**src/hw/dacc_pkg.sv**
```systemverilog
// package: register map, field positions and bus-cycle types of the dram access sequencer
package dacc_pkg;
    // register word offsets (byte addresses)
    localparam logic [7:0] CTRL_A_OFS = 8'h00; // dram_control_a
    localparam logic [7:0] CTRL_B_OFS = 8'h04; // dram_control_b
    localparam logic [7:0] ASTATE_OFS = 8'h08; // access_state_control
    localparam logic [7:0] WAIT_H_OFS = 8'h0C; // wait_count_high
    localparam logic [7:0] WAIT_L_OFS = 8'h10; // wait_count_low
    localparam logic [7:0] AWIDTH_OFS = 8'h14; // area_width_control
    localparam logic [7:0] STATUS_OFS = 8'h18; // sequencer status
    // dram_control_a fields
    localparam int BURST_BIT = 0;     // burst_enable
    localparam int RAS_HOLD_BIT = 1;  // ras_hold_mode
    localparam int MODE_16M_BIT = 2;  // 16-Mbyte address mode
    // dram_control_b fields
    localparam int COLSEL_LO_BIT = 0; // column_bits_select_lo
    localparam int COLSEL_HI_BIT = 1; // column_bits_select_hi
    localparam int CAS_SEL_BIT = 2;   // cas_pin_select
    localparam int TWO_PRE_BIT = 3;   // two_precharge_select
    localparam int RCW_WAIT_BIT = 4;  // row_to_column_wait
    // reset values
    localparam logic [7:0] CTRL_A_RST = 8'h00;
    localparam logic [7:0] CTRL_B_RST = 8'h00;
    localparam logic [7:0] ASTATE_RST = 8'hFF;
    localparam logic [7:0] WAIT_RST = 8'hFF;
    localparam logic [7:0] AWIDTH_RST = 8'hFF;
    // access request from the bus controller
    typedef struct packed {
        logic valid;      // request pending
        logic refresh;    // cas-before-ras refresh request
        logic release_bus; // external bus release request
        logic other;      // access to a non-dram external space
        logic write;      // write access
        logic [2:0] area; // area number
        logic [23:0] addr; // byte address
    } dacc_req_t;
    // dram pin group
    typedef struct packed {
        logic ras_n;     // row strobe
        logic upper_column_strobe_n;    // upper_column_strobe
        logic lower_column_strobe_n;    // lower_column_strobe
        logic col_phase; // column address is on the bus
        logic refresh_n; // refresh cycle marker
    } dacc_dram_t;
endpackage : dacc_pkg

```
**src/hw/dacc_seq.sv**
```systemverilog
// module: dram access cycle sequencer with wishbone configuration slave
`timescale 1ns/1ps
//
// Contract
// - full access: precharge, row, two column states
// - two_precharge_select adds second precharge state
// - access_state_control clear: no column waits
// - row_to_column_wait adds one row wait
// - access_state_control set: zero to three waits
// - refresh length ignores wait settings
// - external wait pin ignored for dram
// - 16-bit areas drive upper and lower strobes
// - cas_pin_select picks port pins or write strobes
// - 8-bit areas assert only upper strobe
// - all 8-bit, select 0: free pin five
// - idle state before non-dram after dram, only with cas_pin_select set
// - burst_enable allows fast-page column-only access
// - same-row burst access: two column states
// - burst column cycles take same waits
// - row compare range from width and mode
// - ras hold keeps row strobe during others
// - held row strobe dropped in four cases
// - hold mode off: release on other space
module dacc_seq (
    input wire logic ref_clk,
    input wire logic arst_n,
    // wishbone classic slave
    input wire logic wb_cyc_i,
    input wire logic wb_stb_i,
    input wire logic wb_we_i,
    input wire logic [7:0] wb_adr_i,
    input wire logic [3:0] wb_sel_i,
    input wire logic [31:0] wb_dat_i,
    output logic [31:0] wb_dat_o,
    output logic wb_ack_o,
    // bus controller side
    input wire dacc_pkg::dacc_req_t req_i,
    output logic req_done_o,
    input wire logic ext_wait_n, // external wait pin, unused for dram
    // pins
    output dacc_pkg::dacc_dram_t dram_o,
    output logic pin_four_n,
    output logic pin_five_n,
    output logic pin_five_gpio,
    output logic hwr_cas_n,
    output logic lwr_cas_n,
    output logic hwr_cas_en,
    output logic idle_o
);
    // ==========================================================
    // registers
    typedef enum {ST_IDLE, ST_PRE1, ST_PRE2, ST_ROW, ST_RWAIT, ST_COL1, ST_CWAIT, ST_COL2,
                  ST_RF1, ST_RF2, ST_RF3, ST_GAP} dacc_state_t;
    dacc_state_t st_r, st_nxt;
    logic [7:0] ctrl_a_r, ctrl_a_nxt, ctrl_b_r, ctrl_b_nxt, astate_r, astate_nxt;
    logic [7:0] wait_h_r, wait_h_nxt, wait_l_r, wait_l_nxt, awidth_r, awidth_nxt;
    logic ack_r, ack_nxt;
    logic [31:0] rdat_r, rdat_nxt;
    logic ras_r, ras_nxt;             // row strobe held active
    logic [23:0] row_r, row_nxt;      // latched row address
    logic [1:0] wcnt_r, wcnt_nxt;     // column wait counter
    logic upper_column_strobe_r, upper_column_strobe_nxt, lower_column_strobe_r, lower_column_strobe_nxt, done_r, done_nxt, last_dram_r, last_dram_nxt;
    logic wait_sync1_r, wait_sync2_r; // wait pin is synchronised but never used for dram
    // ==========================================================
    // decode helpers
    // wait count for an area: two bits, high register holds areas 4..7
    function automatic logic [1:0] area_wait(input logic [2:0] a, input logic [7:0] wh, input logic [7:0] wl);
        logic [7:0] w;
        w = a[2] ? wh : wl;
        area_wait = w[{a[1:0], 1'b1} -: 2];
    endfunction : area_wait
    // row compare mask: top bit down to 9/10/11, one lower for 8-bit
    function automatic logic [23:0] row_mask(input logic [1:0] cs, input logic w8, input logic m16);
        logic [4:0] lo;
        logic [23:0] m;
        lo = 5'd9 + {3'd0, cs} - {4'd0, w8};
        m = 24'h000000;
        for (int i = 0; i < 24; i++) begin
            if (i >= lo && (m16 || i < 20)) begin
                m[i] = 1'b1;
            end
        end
        row_mask = m;
    endfunction : row_mask

    logic burst_on, hold_on, cas_sel, is8, same_row, waits_on;
    logic [1:0] colsel;
    assign burst_on = ctrl_a_r[dacc_pkg::BURST_BIT];
    assign hold_on = burst_on && ctrl_a_r[dacc_pkg::RAS_HOLD_BIT];
    assign cas_sel = ctrl_b_r[dacc_pkg::CAS_SEL_BIT];
    assign colsel = {ctrl_b_r[dacc_pkg::COLSEL_HI_BIT], ctrl_b_r[dacc_pkg::COLSEL_LO_BIT]};
    assign is8 = awidth_r[req_i.area];
    assign waits_on = astate_r[req_i.area];
    // illegal column code 11 never matches, so it always forces full access
    assign same_row = (colsel != 2'b11) &&
        (((req_i.addr ^ row_r) & row_mask(colsel, is8, ctrl_a_r[dacc_pkg::MODE_16M_BIT])) == 24'h000000);

    // ==========================================================
    // wishbone slave: one-cycle ack, unmapped reads zero, writes dropped
    always_comb begin
        ctrl_a_nxt = ctrl_a_r;
        ctrl_b_nxt = ctrl_b_r;
        astate_nxt = astate_r;
        wait_h_nxt = wait_h_r;
        wait_l_nxt = wait_l_r;
        awidth_nxt = awidth_r;
        ack_nxt = wb_cyc_i && wb_stb_i && !ack_r;
        rdat_nxt = rdat_r;
        if (ack_nxt) begin
            rdat_nxt = 32'h00000000;
            case (wb_adr_i)
                dacc_pkg::CTRL_A_OFS: rdat_nxt = {24'h000000, ctrl_a_r};
                dacc_pkg::CTRL_B_OFS: rdat_nxt = {24'h000000, ctrl_b_r};
                dacc_pkg::ASTATE_OFS: rdat_nxt = {24'h000000, astate_r};
                dacc_pkg::WAIT_H_OFS: rdat_nxt = {24'h000000, wait_h_r};
                dacc_pkg::WAIT_L_OFS: rdat_nxt = {24'h000000, wait_l_r};
                dacc_pkg::AWIDTH_OFS: rdat_nxt = {24'h000000, awidth_r};
                dacc_pkg::STATUS_OFS: rdat_nxt = {28'h0000000, wcnt_r, ras_r, st_r != ST_IDLE};
                default: rdat_nxt = 32'h00000000;
            endcase
            if (wb_we_i && wb_sel_i[0]) begin
                case (wb_adr_i)
                    dacc_pkg::CTRL_A_OFS: ctrl_a_nxt = wb_dat_i[7:0];
                    dacc_pkg::CTRL_B_OFS: ctrl_b_nxt = wb_dat_i[7:0];
                    dacc_pkg::ASTATE_OFS: astate_nxt = wb_dat_i[7:0];
                    dacc_pkg::WAIT_H_OFS: wait_h_nxt = wb_dat_i[7:0];
                    dacc_pkg::WAIT_L_OFS: wait_l_nxt = wb_dat_i[7:0];
                    dacc_pkg::AWIDTH_OFS: awidth_nxt = wb_dat_i[7:0];
                    default: ;
                endcase
            end
        end
    end

    // ==========================================================
    // access sequencer
    always_comb begin
        st_nxt = st_r;
        ras_nxt = ras_r;
        row_nxt = row_r;
        wcnt_nxt = wcnt_r;
        upper_column_strobe_nxt = 1'b0;
        lower_column_strobe_nxt = 1'b0;
        done_nxt = 1'b0;
        last_dram_nxt = last_dram_r;
        case (st_r)
            ST_IDLE: begin
                // dropping burst, or dropping hold after a non-dram access, releases a held row
                if (!hold_on && !(burst_on && last_dram_r)) begin
                    ras_nxt = 1'b0;
                end
                if (req_i.valid && !done_r) begin
                    if (req_i.refresh || req_i.release_bus) begin
                        ras_nxt = 1'b0; // row dropped before refresh or release
                        last_dram_nxt = 1'b0;
                        if (req_i.refresh) begin
                            st_nxt = ST_RF1;
                        end else begin
                            done_nxt = 1'b1;
                        end
                    end else if (req_i.other) begin
                        // without hold the row goes high on other space
                        if (!hold_on) begin
                            ras_nxt = 1'b0;
                        end
                        if (last_dram_r && cas_sel) begin
                            st_nxt = ST_GAP; // idle state when write strobes are shared
                        end else begin
                            done_nxt = 1'b1;
                        end
                        last_dram_nxt = 1'b0;
                    end else if (burst_on && ras_r && same_row) begin
                        st_nxt = ST_COL1; // column-only burst access
                        last_dram_nxt = 1'b1;
                    end else begin
                        ras_nxt = 1'b0; // different row: full access
                        row_nxt = req_i.addr;
                        st_nxt = ST_PRE1;
                        last_dram_nxt = 1'b1;
                    end
                end
            end
            ST_PRE1: st_nxt = ctrl_b_r[dacc_pkg::TWO_PRE_BIT] ? ST_PRE2 : ST_ROW;
            ST_PRE2: st_nxt = ST_ROW;
            ST_ROW: begin
                ras_nxt = 1'b1;
                st_nxt = ctrl_b_r[dacc_pkg::RCW_WAIT_BIT] ? ST_RWAIT : ST_COL1;
            end
            ST_RWAIT: st_nxt = ST_COL1;
            ST_COL1: begin
                // waits only when enabled for the area; pin ignored
                wcnt_nxt = area_wait(req_i.area, wait_h_r, wait_l_r);
                st_nxt = (waits_on && wcnt_nxt != 2'd0) ? ST_CWAIT : ST_COL2;
                upper_column_strobe_nxt = 1'b1;
                lower_column_strobe_nxt = !is8;
            end
            ST_CWAIT: begin
                wcnt_nxt = wcnt_r - 2'd1;
                st_nxt = (wcnt_r == 2'd1) ? ST_COL2 : ST_CWAIT;
                upper_column_strobe_nxt = 1'b1;
                lower_column_strobe_nxt = !is8;
            end
            ST_COL2: begin
                done_nxt = 1'b1;
                st_nxt = ST_IDLE;
            end
            // refresh length set only by two_precharge_select, no wait registers consulted
            ST_RF1: st_nxt = ctrl_b_r[dacc_pkg::TWO_PRE_BIT] ? ST_RF2 : ST_RF3;
            ST_RF2: st_nxt = ST_RF3;
            ST_RF3: begin
                done_nxt = 1'b1;
                st_nxt = ST_IDLE;
            end
            ST_GAP: begin
                done_nxt = 1'b1;
                st_nxt = ST_IDLE;
            end
            default: st_nxt = ST_IDLE;
        endcase
    end

    // ==========================================================
    // state registers
    always_ff @(posedge ref_clk or negedge arst_n) begin
        if (!arst_n) begin
            ctrl_a_r <= dacc_pkg::CTRL_A_RST;
            ctrl_b_r <= dacc_pkg::CTRL_B_RST;
            astate_r <= dacc_pkg::ASTATE_RST;
            wait_h_r <= dacc_pkg::WAIT_RST;
            wait_l_r <= dacc_pkg::WAIT_RST;
            awidth_r <= dacc_pkg::AWIDTH_RST;
            ack_r <= 1'b0;
            rdat_r <= 32'h00000000;
            st_r <= ST_IDLE;
            ras_r <= 1'b0;
            row_r <= 24'h000000;
            wcnt_r <= 2'd0;
            upper_column_strobe_r <= 1'b0;
            lower_column_strobe_r <= 1'b0;
            done_r <= 1'b0;
            last_dram_r <= 1'b0;
            wait_sync1_r <= 1'b1;
            wait_sync2_r <= 1'b1;
        end else begin
            ctrl_a_r <= ctrl_a_nxt;
            ctrl_b_r <= ctrl_b_nxt;
            astate_r <= astate_nxt;
            wait_h_r <= wait_h_nxt;
            wait_l_r <= wait_l_nxt;
            awidth_r <= awidth_nxt;
            ack_r <= ack_nxt;
            rdat_r <= rdat_nxt;
            st_r <= st_nxt;
            ras_r <= ras_nxt;
            row_r <= row_nxt;
            wcnt_r <= wcnt_nxt;
            upper_column_strobe_r <= upper_column_strobe_nxt;
            lower_column_strobe_r <= lower_column_strobe_nxt;
            done_r <= done_nxt;
            last_dram_r <= last_dram_nxt;
            wait_sync1_r <= ext_wait_n;
            wait_sync2_r <= wait_sync1_r;
        end
    end

    // ==========================================================
    // outputs and pin routing
    logic all8;
    assign all8 = &awidth_r;
    assign wb_ack_o = ack_r;
    assign wb_dat_o = rdat_r;
    assign req_done_o = done_r;
    assign idle_o = (st_r == ST_GAP);
    assign dram_o.ras_n = !ras_r;
    assign dram_o.upper_column_strobe_n = !upper_column_strobe_r;
    assign dram_o.lower_column_strobe_n = !lower_column_strobe_r;
    assign dram_o.col_phase = upper_column_strobe_r;
    assign dram_o.refresh_n = !(st_r == ST_RF1 || st_r == ST_RF2 || st_r == ST_RF3);
    // strobes steered to port pins or write strobe pins
    assign pin_four_n = cas_sel ? 1'b1 : !upper_column_strobe_r;
    assign pin_five_n = cas_sel ? 1'b1 : !lower_column_strobe_r;
    assign hwr_cas_n = cas_sel ? !upper_column_strobe_r : 1'b1;
    assign lwr_cas_n = cas_sel ? !lower_column_strobe_r : 1'b1;
    assign hwr_cas_en = cas_sel;
    assign pin_five_gpio = all8 && !cas_sel;
endmodule : dacc_seq

```
**config.mk**
```make
export PLATFORM = sky130hd
export DESIGN_NAME = dacc_seq
export DESIGN_NICKNAME = d
export VERILOG_FILES = /design/src/hw/dacc_pkg.sv /design/src/hw/dacc_seq.sv
export SDC_FILE = /design/constraint.sdc
export NUM_CORES = 1
export LEC_CHECK = 0
export BUFFER_PORTS_ARGS = -buffer_cell sky130_fd_sc_hd__buf_2
export CORE_UTILIZATION = 32
export DETAILED_ROUTE_END_ITERATION = 7
export GPL_ROUTABILITY_DRIVEN = 1
export MAX_ROUTING_LAYER = met4
export PLACE_DENSITY = 0.62
export SLEW_MARGIN = 0
export SYNTH_ARGS = -nofsm -noshare
export SYNTH_HDL_FRONTEND = slang
export SYNTH_SLANG_ARGS = --single-unit
export TNS_END_PERCENT = 50
```
**constraint.sdc**
```tcl
create_clock -name ref_clk -period 2.7 [get_ports ref_clk]
set_input_delay 0.135 -clock ref_clk [delete_from_list [all_inputs] [get_ports ref_clk]]
set_output_delay 0.135 -clock ref_clk [all_outputs]
set_load 0.02 [all_outputs]
```
==> results of run 1 <==
[worst register-to-register path, delay by kind of cell, from the launching register on]
kind | cells | cell delay, ns
compound gates | 2 | 0.51
buf+inv | 3 | 0.41
flops | 1 | 0.37
mux | 3 | 0.92
fa+ha+maj | 3 | 0.68
[final cells by class]
cell class	instances	area [um^2]	area share
multi-input cells	292	2585	0.4412
flip-flops and latches	84	2142	0.3656
clock buffers	11	232.7	0.03972
well taps	184	230.2	0.03929
repair buffers	93	565.5	0.09652
clock inverters	5	52.55	0.008969
inverters	13	51.30	0.008755
[through the flow]
step / setup WS, ns / total power, mW / cells / utilization / instance area, um^2
3_3_place_gp: -0.2292 / 2.668 / 664 / 0.3722 / 5472
5_1_grt: -0.3683 / 4.173 / 682 / 0.3986 / 5859
6_report: -0.2975 / 3.957 / 682 / 0.3986 / 5859
4_1_cts: -0.2820 / 3.972 / 681 / 0.3975 / 5843
3_5_place_dp: -0.3016 / 2.707 / 664 / 0.3722 / 5472
2_1_floorplan: -0.1876 / 2.443 / 434 / - / 4986
[placed cells by master, fill, tap and decap left out, drive strengths merged, types with 4 or more instances in the layout]
master	count
xor2	7
dfrtp	52
ha	6
nor2	16
mux4	13
nand2	22
nand3	5
a21oi	13
nor3	6
mux2i	12
dfstp	32
xnor2	11
nand4	5
o21ai	7
a22o	9
mux2	67
nor4	6
conb	24
inv	13
nand2b	7
nor2b	6
a22oi	4
buf	92
clkbuf	12
o22ai	10
[worst paths after layout]
check | slack, ns | to
worst max-delay path | -0.30 | row_r[12]
worst min-delay path | -0.03 | row_r[15]
worst max register to register | -0.30 | row_r[12]
worst min register to register | 0.50 | wb_dat_o[0]
max in group asynchronous | 2.02 | wcnt_r[0]
min in group ref_clk | 0.06 | row_r[15]
[repair_timing]
action | CTS | global route
setup endpoints to repair | 16 | 18
buffers inserted | 0 | 1
pin swaps | 6 | 4
resized for setup | 13 | 3
gates cloned | 1 | 0
[cell families (layout without fill, tap and decap cells)]
family          Yosys count  after routing  synth area share
xor+xnor                 18             18           0.03231
fa+ha+maj                 7              7           0.01744
other cells               1             24         0.0007685
buf+inv                  58            122           0.06615
mux                      92             92            0.2469
flops                    84             84            0.4390
compound gates           63             63           0.09462
simple gates             88             88            0.1028
[report_power, final]
group	internal [mW]	switching, mW
sequential	1.44	0.198
clock	0.712	0.493
combinational	0.544	0.573
total	2.69	1.26
[flip-flops by register name, summed over array words and instances, names as in the netlist, 8 cells and up]
name,cells
astate_r,8
wb_dat_o,8
ctrl_a_r,8
awidth_r,8
wait_l_r,8
wait_h_r,8
ctrl_b_r,8
row_r,16
[routing by layer]
layer,track usage,part of all wire,vias to the layer above
li1,-,-,1619
met1,0.2088,0.46,1774
met2,0.2578,0.48,123
met3,0.02739,0.042,16
met4,0.06600,0.021,0
met5,-,0,-
==> impl_metrics.py, run 1 <==
metrics = {
    "status": {
        "status": "finished with violations",
        "failed_checks": "DRC, hold timing, setup timing",
    },
    "final_layout": {
        "num-fill-cells": 1391,
        "antenna_cells": 0,
        "drive_gt1_frac": 0.4538,
        "num-nets-final": 581,
        "syn_to_final_growth_pct": 20.08,
    },
    "cts": {
        "clkLatencyLatePin_ns": 0.34,
        "cts_tree": "built",
        "holdBufCountCts": 0,
        "numCtsBuffers": 9,
        "cts_max_path_buffers": 2,
        "clk_pin_slew_ns": 0.06,
        "clock_sinks": 84,
        "cts_max_level": 3,
        "cts_root_buffer": "clkbuf_16",
    },
    "drt": {
        "avgRoutedWirePerCell_um": 17.29,
        "drc_errors": 8,
        "drt_iter0_markers": 237,
        "dr.pass1.iters": 7,
        "via_per_inst": 5.179,
        "num_vias": 3532,
        "ant_nets": 0,
        "wirelength_um": 11790,
    },
    "worst_setup_path": {
        "crit_cells": 11,
        "cp.arrival_ns": 3.22,
        "path_max_fanout": 8,
        "r2r-start": "awidth_r[7]",
        "path_delay_family": "multiplexers",
        "worst-r2r-cell-count": 11,
        "crit_type": "register to register",
        "path_cells": "mux4_2 -> mux2i_1 -> buf_4 -> ha_4 -> inv_4 -> ha_4 -> maj3_2 -> a22o_4 -> a31oi_4 -> clkbuf_16 -> mux2_4",
        "path_buf_inv": 3,
        "max_stage_delay_ns": 0.46,
        "critPathLaunch": "awidth_r[7]",
        "worstPathRequired_ns": 2.92,
        "slowest_stage": "mux4_2",
        "startpoint_type": "register",
        "cpMostUsedCell": "ha_4",
        "end_kind": "register",
    },
    "global_routing": {
        "grt_usage": 0.1636,
        "grt_max_degree": 85,
        "grt_pass1_vias": 3587,
        "antenna_found_initial": 0,
        "grt_overflow": 0,
        "grt_pass1_wl_um": 19380,
    },
    "die": {
        "initial_core_util": 0.3320,
        "die_h_um": 125.5,
        "coreArea_mm2": 0.01470,
        "std_cell_rows": 44,
        "ioPinCount": 128,
        "dieArea_mm2": 0.01575,
        "die_w_um": 125.5,
    },
    "sta": {
        "finalHoldViolCount": 27,
        "maxSlewViolCount": 0,
        "slew_headroom": 0.2934,
        "finClkSkew_ns": 0.004134,
        "fin_ws_ns": -0.2975,
        "tns_ns": -4.498,
        "hold_slack_ns": -0.03312,
        "setup_viol": 18,
        "fmax_mhz": 333.6,
        "min_period_ns": 2.998,
        "rsz0062_at_grt": "true",
        "fin_crit_sh": 1.110,
        "worst_pin_slew_ns": 1.060,
    },
    "pwr": {
        "ir_drop_uv": 318.9,
        "leakagePower_nw": 2.624,
        "p_per_area_mw_per_mm2": 675.4,
    },
    "flow_run": {
        "max-cap-violations": 0,
    },
    "synth": {
        "synth_flop_cell": "dfrtp_1",
        "async_flop_share": 1.000,
        "synth_cell_types": 62,
        "yosysMostFrequentCell": "dfrtp_1",
        "synth_seq_area_share": 0.4390,
        "synth_edf_count": 0,
        "yosysTopAreaCellShare": 0.2667,
        "synth.avg_cell_area_um2": 11.87,
        "netlist_instances": 411,
        "synth_largest_area_cell": "dfrtp_1",
        "synth_common_cells": "dfrtp_1 (52), mux2_2 (48), dfstp_2 (32)",
        "yosys_warnings": 0,
        "netlist_area_mm2": 0.004880,
        "synth.ff_latch_count": 84,
        "synth_area_leaders": "dfrtp_1 (27%), dfstp_2 (17%), mux2_2 (11%), mux4_2 (6.0%), buf_4 (3.8%)",
    },
    "place": {
        "port_buffers": 66,
        "gp_congestion": 0.8287,
        "dp_hpwl_um": 8612,
    },
    "hold_path": {
        "hp-class": "primary input to async pin",
    },
}
No activity file was read; power rests on OpenSTA's default activity.
==> run 2: changes to the inputs <==
==> constraint.sdc (replaced) <==
create_clock -name ref_clk -period 2.7 [get_ports ref_clk]
set_input_delay 0.405 -clock ref_clk [delete_from_list [all_inputs] [get_ports ref_clk]]
set_output_delay 0.405 -clock ref_clk [all_outputs]
set_load 0.02 [all_outputs]
==> run 2 against run 1 <==
Effect of this change: the run ends with DRC, setup timing left; via count up 0.68%; register-to-register slack is essentially flat; sequential power is essentially flat; clock power up 7%; clock skew is 0.0051 ns higher; combinational power is essentially flat; largest cell class unchanged; largest power group unchanged; highest routed layer unchanged.
==> impl_metrics.py, run 2 (same netlist as run 1, synthesis figures left out) <==
metrics = {
    "die": {
        "die_h_um": 125.5,
        "die_w_um": 125.5,
        "coreArea_mm2": 0.01470,
        "dieArea_mm2": 0.01575,
        "initial_core_util": 0.3320,
        "ioPinCount": 128,
        "std_cell_rows": 44,
    },
    "worst_setup_path": {
        "path_max_fanout": 8,
        "worstPathRequired_ns": 2.93,
        "end_kind": "register",
        "crit_type": "register to register",
        "startpoint_type": "register",
        "cp.arrival_ns": 3.22,
    },
    "cts": {
        "clock_sinks": 84,
        "clk_pin_slew_ns": 0.07,
        "cts_max_path_buffers": 2,
        "clkLatencyLatePin_ns": 0.34,
        "cts_max_level": 3,
        "holdBufCountCts": 0,
        "numCtsBuffers": 9,
        "cts_tree": "built",
        "cts_root_buffer": "clkbuf_16",
    },
    "global_routing": {
        "grt_usage": 0.1659,
        "grt_pass1_vias": 3516,
        "antenna_found_initial": 0,
        "grt_pass1_wl_um": 19460,
        "grt_max_degree": 44,
        "grt_overflow": 0,
    },
    "flow_run": {
        "max-cap-violations": 0,
    },
    "sta": {
        "fin_crit_sh": 1.108,
        "finClkSkew_ns": 0.009280,
        "setup_viol": 18,
        "worst_pin_slew_ns": 0.6526,
        "min_period_ns": 2.991,
        "finalHoldViolCount": 0,
        "rsz0062_at_grt": "true",
        "fin_ws_ns": -0.2906,
        "hold_slack_ns": 0.05418,
        "maxSlewViolCount": 0,
        "fmax_mhz": 334.4,
        "slew_headroom": 0.5620,
        "tns_ns": -4.340,
    },
    "drt": {
        "via_per_inst": 5.154,
        "drt_iter0_markers": 226,
        "num_vias": 3556,
        "avgRoutedWirePerCell_um": 17.69,
        "wirelength_um": 12210,
        "dr.pass1.iters": 6,
        "ant_nets": 0,
        "drc_errors": 10,
    },
    "pwr": {
        "p_per_area_mw_per_mm2": 686.4,
        "leakagePower_nw": 2.678,
        "ir_drop_uv": 265.2,
    },
    "final_layout": {
        "layout_commonest_cell": "buf_2",
        "largest-register": "row_r",
        "drive_gt1_frac": 0.4625,
        "num-nets-final": 589,
        "antenna_cells": 0,
        "largest_reg_flops": 16,
        "syn_to_final_growth_pct": 22.08,
        "final_cell_mix": "buf_2 (65), dfrtp_1 (52), mux2_2 (43), buf_4 (33), dfstp_2 (32)",
    },
    "status": {
        "status": "finished with violations",
        "failed_checks": "DRC, setup timing",
    },
    "place": {
        "dp_hpwl_um": 8972,
        "gp_congestion": 0.8894,
        "port_buffers": 66,
    },
    "hold_path": {
        "hp-class": "primary input to async pin",
    },
}
[run 2: metrics by stage]
stage	worst slack [ns]	cells	power, mW	cell area (um^2)	util
6_report	-0.2906	690	4.089	5957	0.4053
3_5_place_dp	-0.6033	669	2.736	5522	0.3756
4_1_cts	-0.2518	688	4.092	5936	0.4038
2_1_floorplan	-0.3938	434	2.445	5005	-
5_1_grt	-0.3380	690	4.298	5957	0.4053
3_3_place_gp	-0.5199	669	2.683	5522	0.3756
[run 2: final timing paths]
| check | from | to | slack, ns | depth (start not counted) |
|---|---|---|---|---|
| setup / recovery | awidth_r[7] | row_r[19] | -0.29 | 11 |
| hold reg to reg | wb_dat_o[0] | wb_dat_o[0] | 0.51 | 1 |
| setup reg to reg | awidth_r[7] | row_r[19] | -0.29 | 11 |
| hold / removal | arst_n | row_r[17] | 0.05 | 1 |
| max in group asynchronous | arst_n | wait_h_r[3] | 1.92 | 2 |
| min in group ref_clk | req_i[8] | row_r[8] | 0.32 | 2 |
[run 2: cell type report]
class                           count  area, um^2
Fill cell                        1394        8742
Timing Repair Buffer              101       638.1
Tap cell                          184       230.2
Clock buffer                       11       232.7
Multi-Input combinational cell    292        2585
Inverter                           13       51.30
Sequential cell                    84        2142
Clock inverter                      5       77.57
[run 2: layer usage]
layer	track usage	wire length [um]	vias up
met5	-	0	-
met4	0.05811	181	0
met3	0.03124	629	13
met2	0.2556	5914	124
met1	0.2179	5479	1779
li1	-	-	1640
[run 2: critical path, stage by stage (launching register included)]
cell and delay [ns]:
dfstp_2 0.37, mux4_2 0.46, mux2i_1 0.14, buf_4 0.15
ha_4 0.15, inv_4 0.04, ha_4 0.22, maj3_2 0.33
a22o_4 0.25, a31oi_4 0.26, clkbuf_16 0.21, mux2_4 0.30
[run 2: repair_timing]
| action | CTS | global route |
|---|---|---|
| cloned | 1 | 0 |
| pin swaps | 7 | 4 |
| setup buffers | 2 | 2 |
| resized for setup | 13 | 2 |
| endpoints found under the setup margin | 16 | 18 |
[run 2: power by group]
group	switching [mW]	internal, mW	leakage (nW)
Sequential	0.199	1.44	1.02
Clock	0.496	0.808	0.150
Combinational	0.587	0.564	1.51
Total	1.28	2.81	2.68
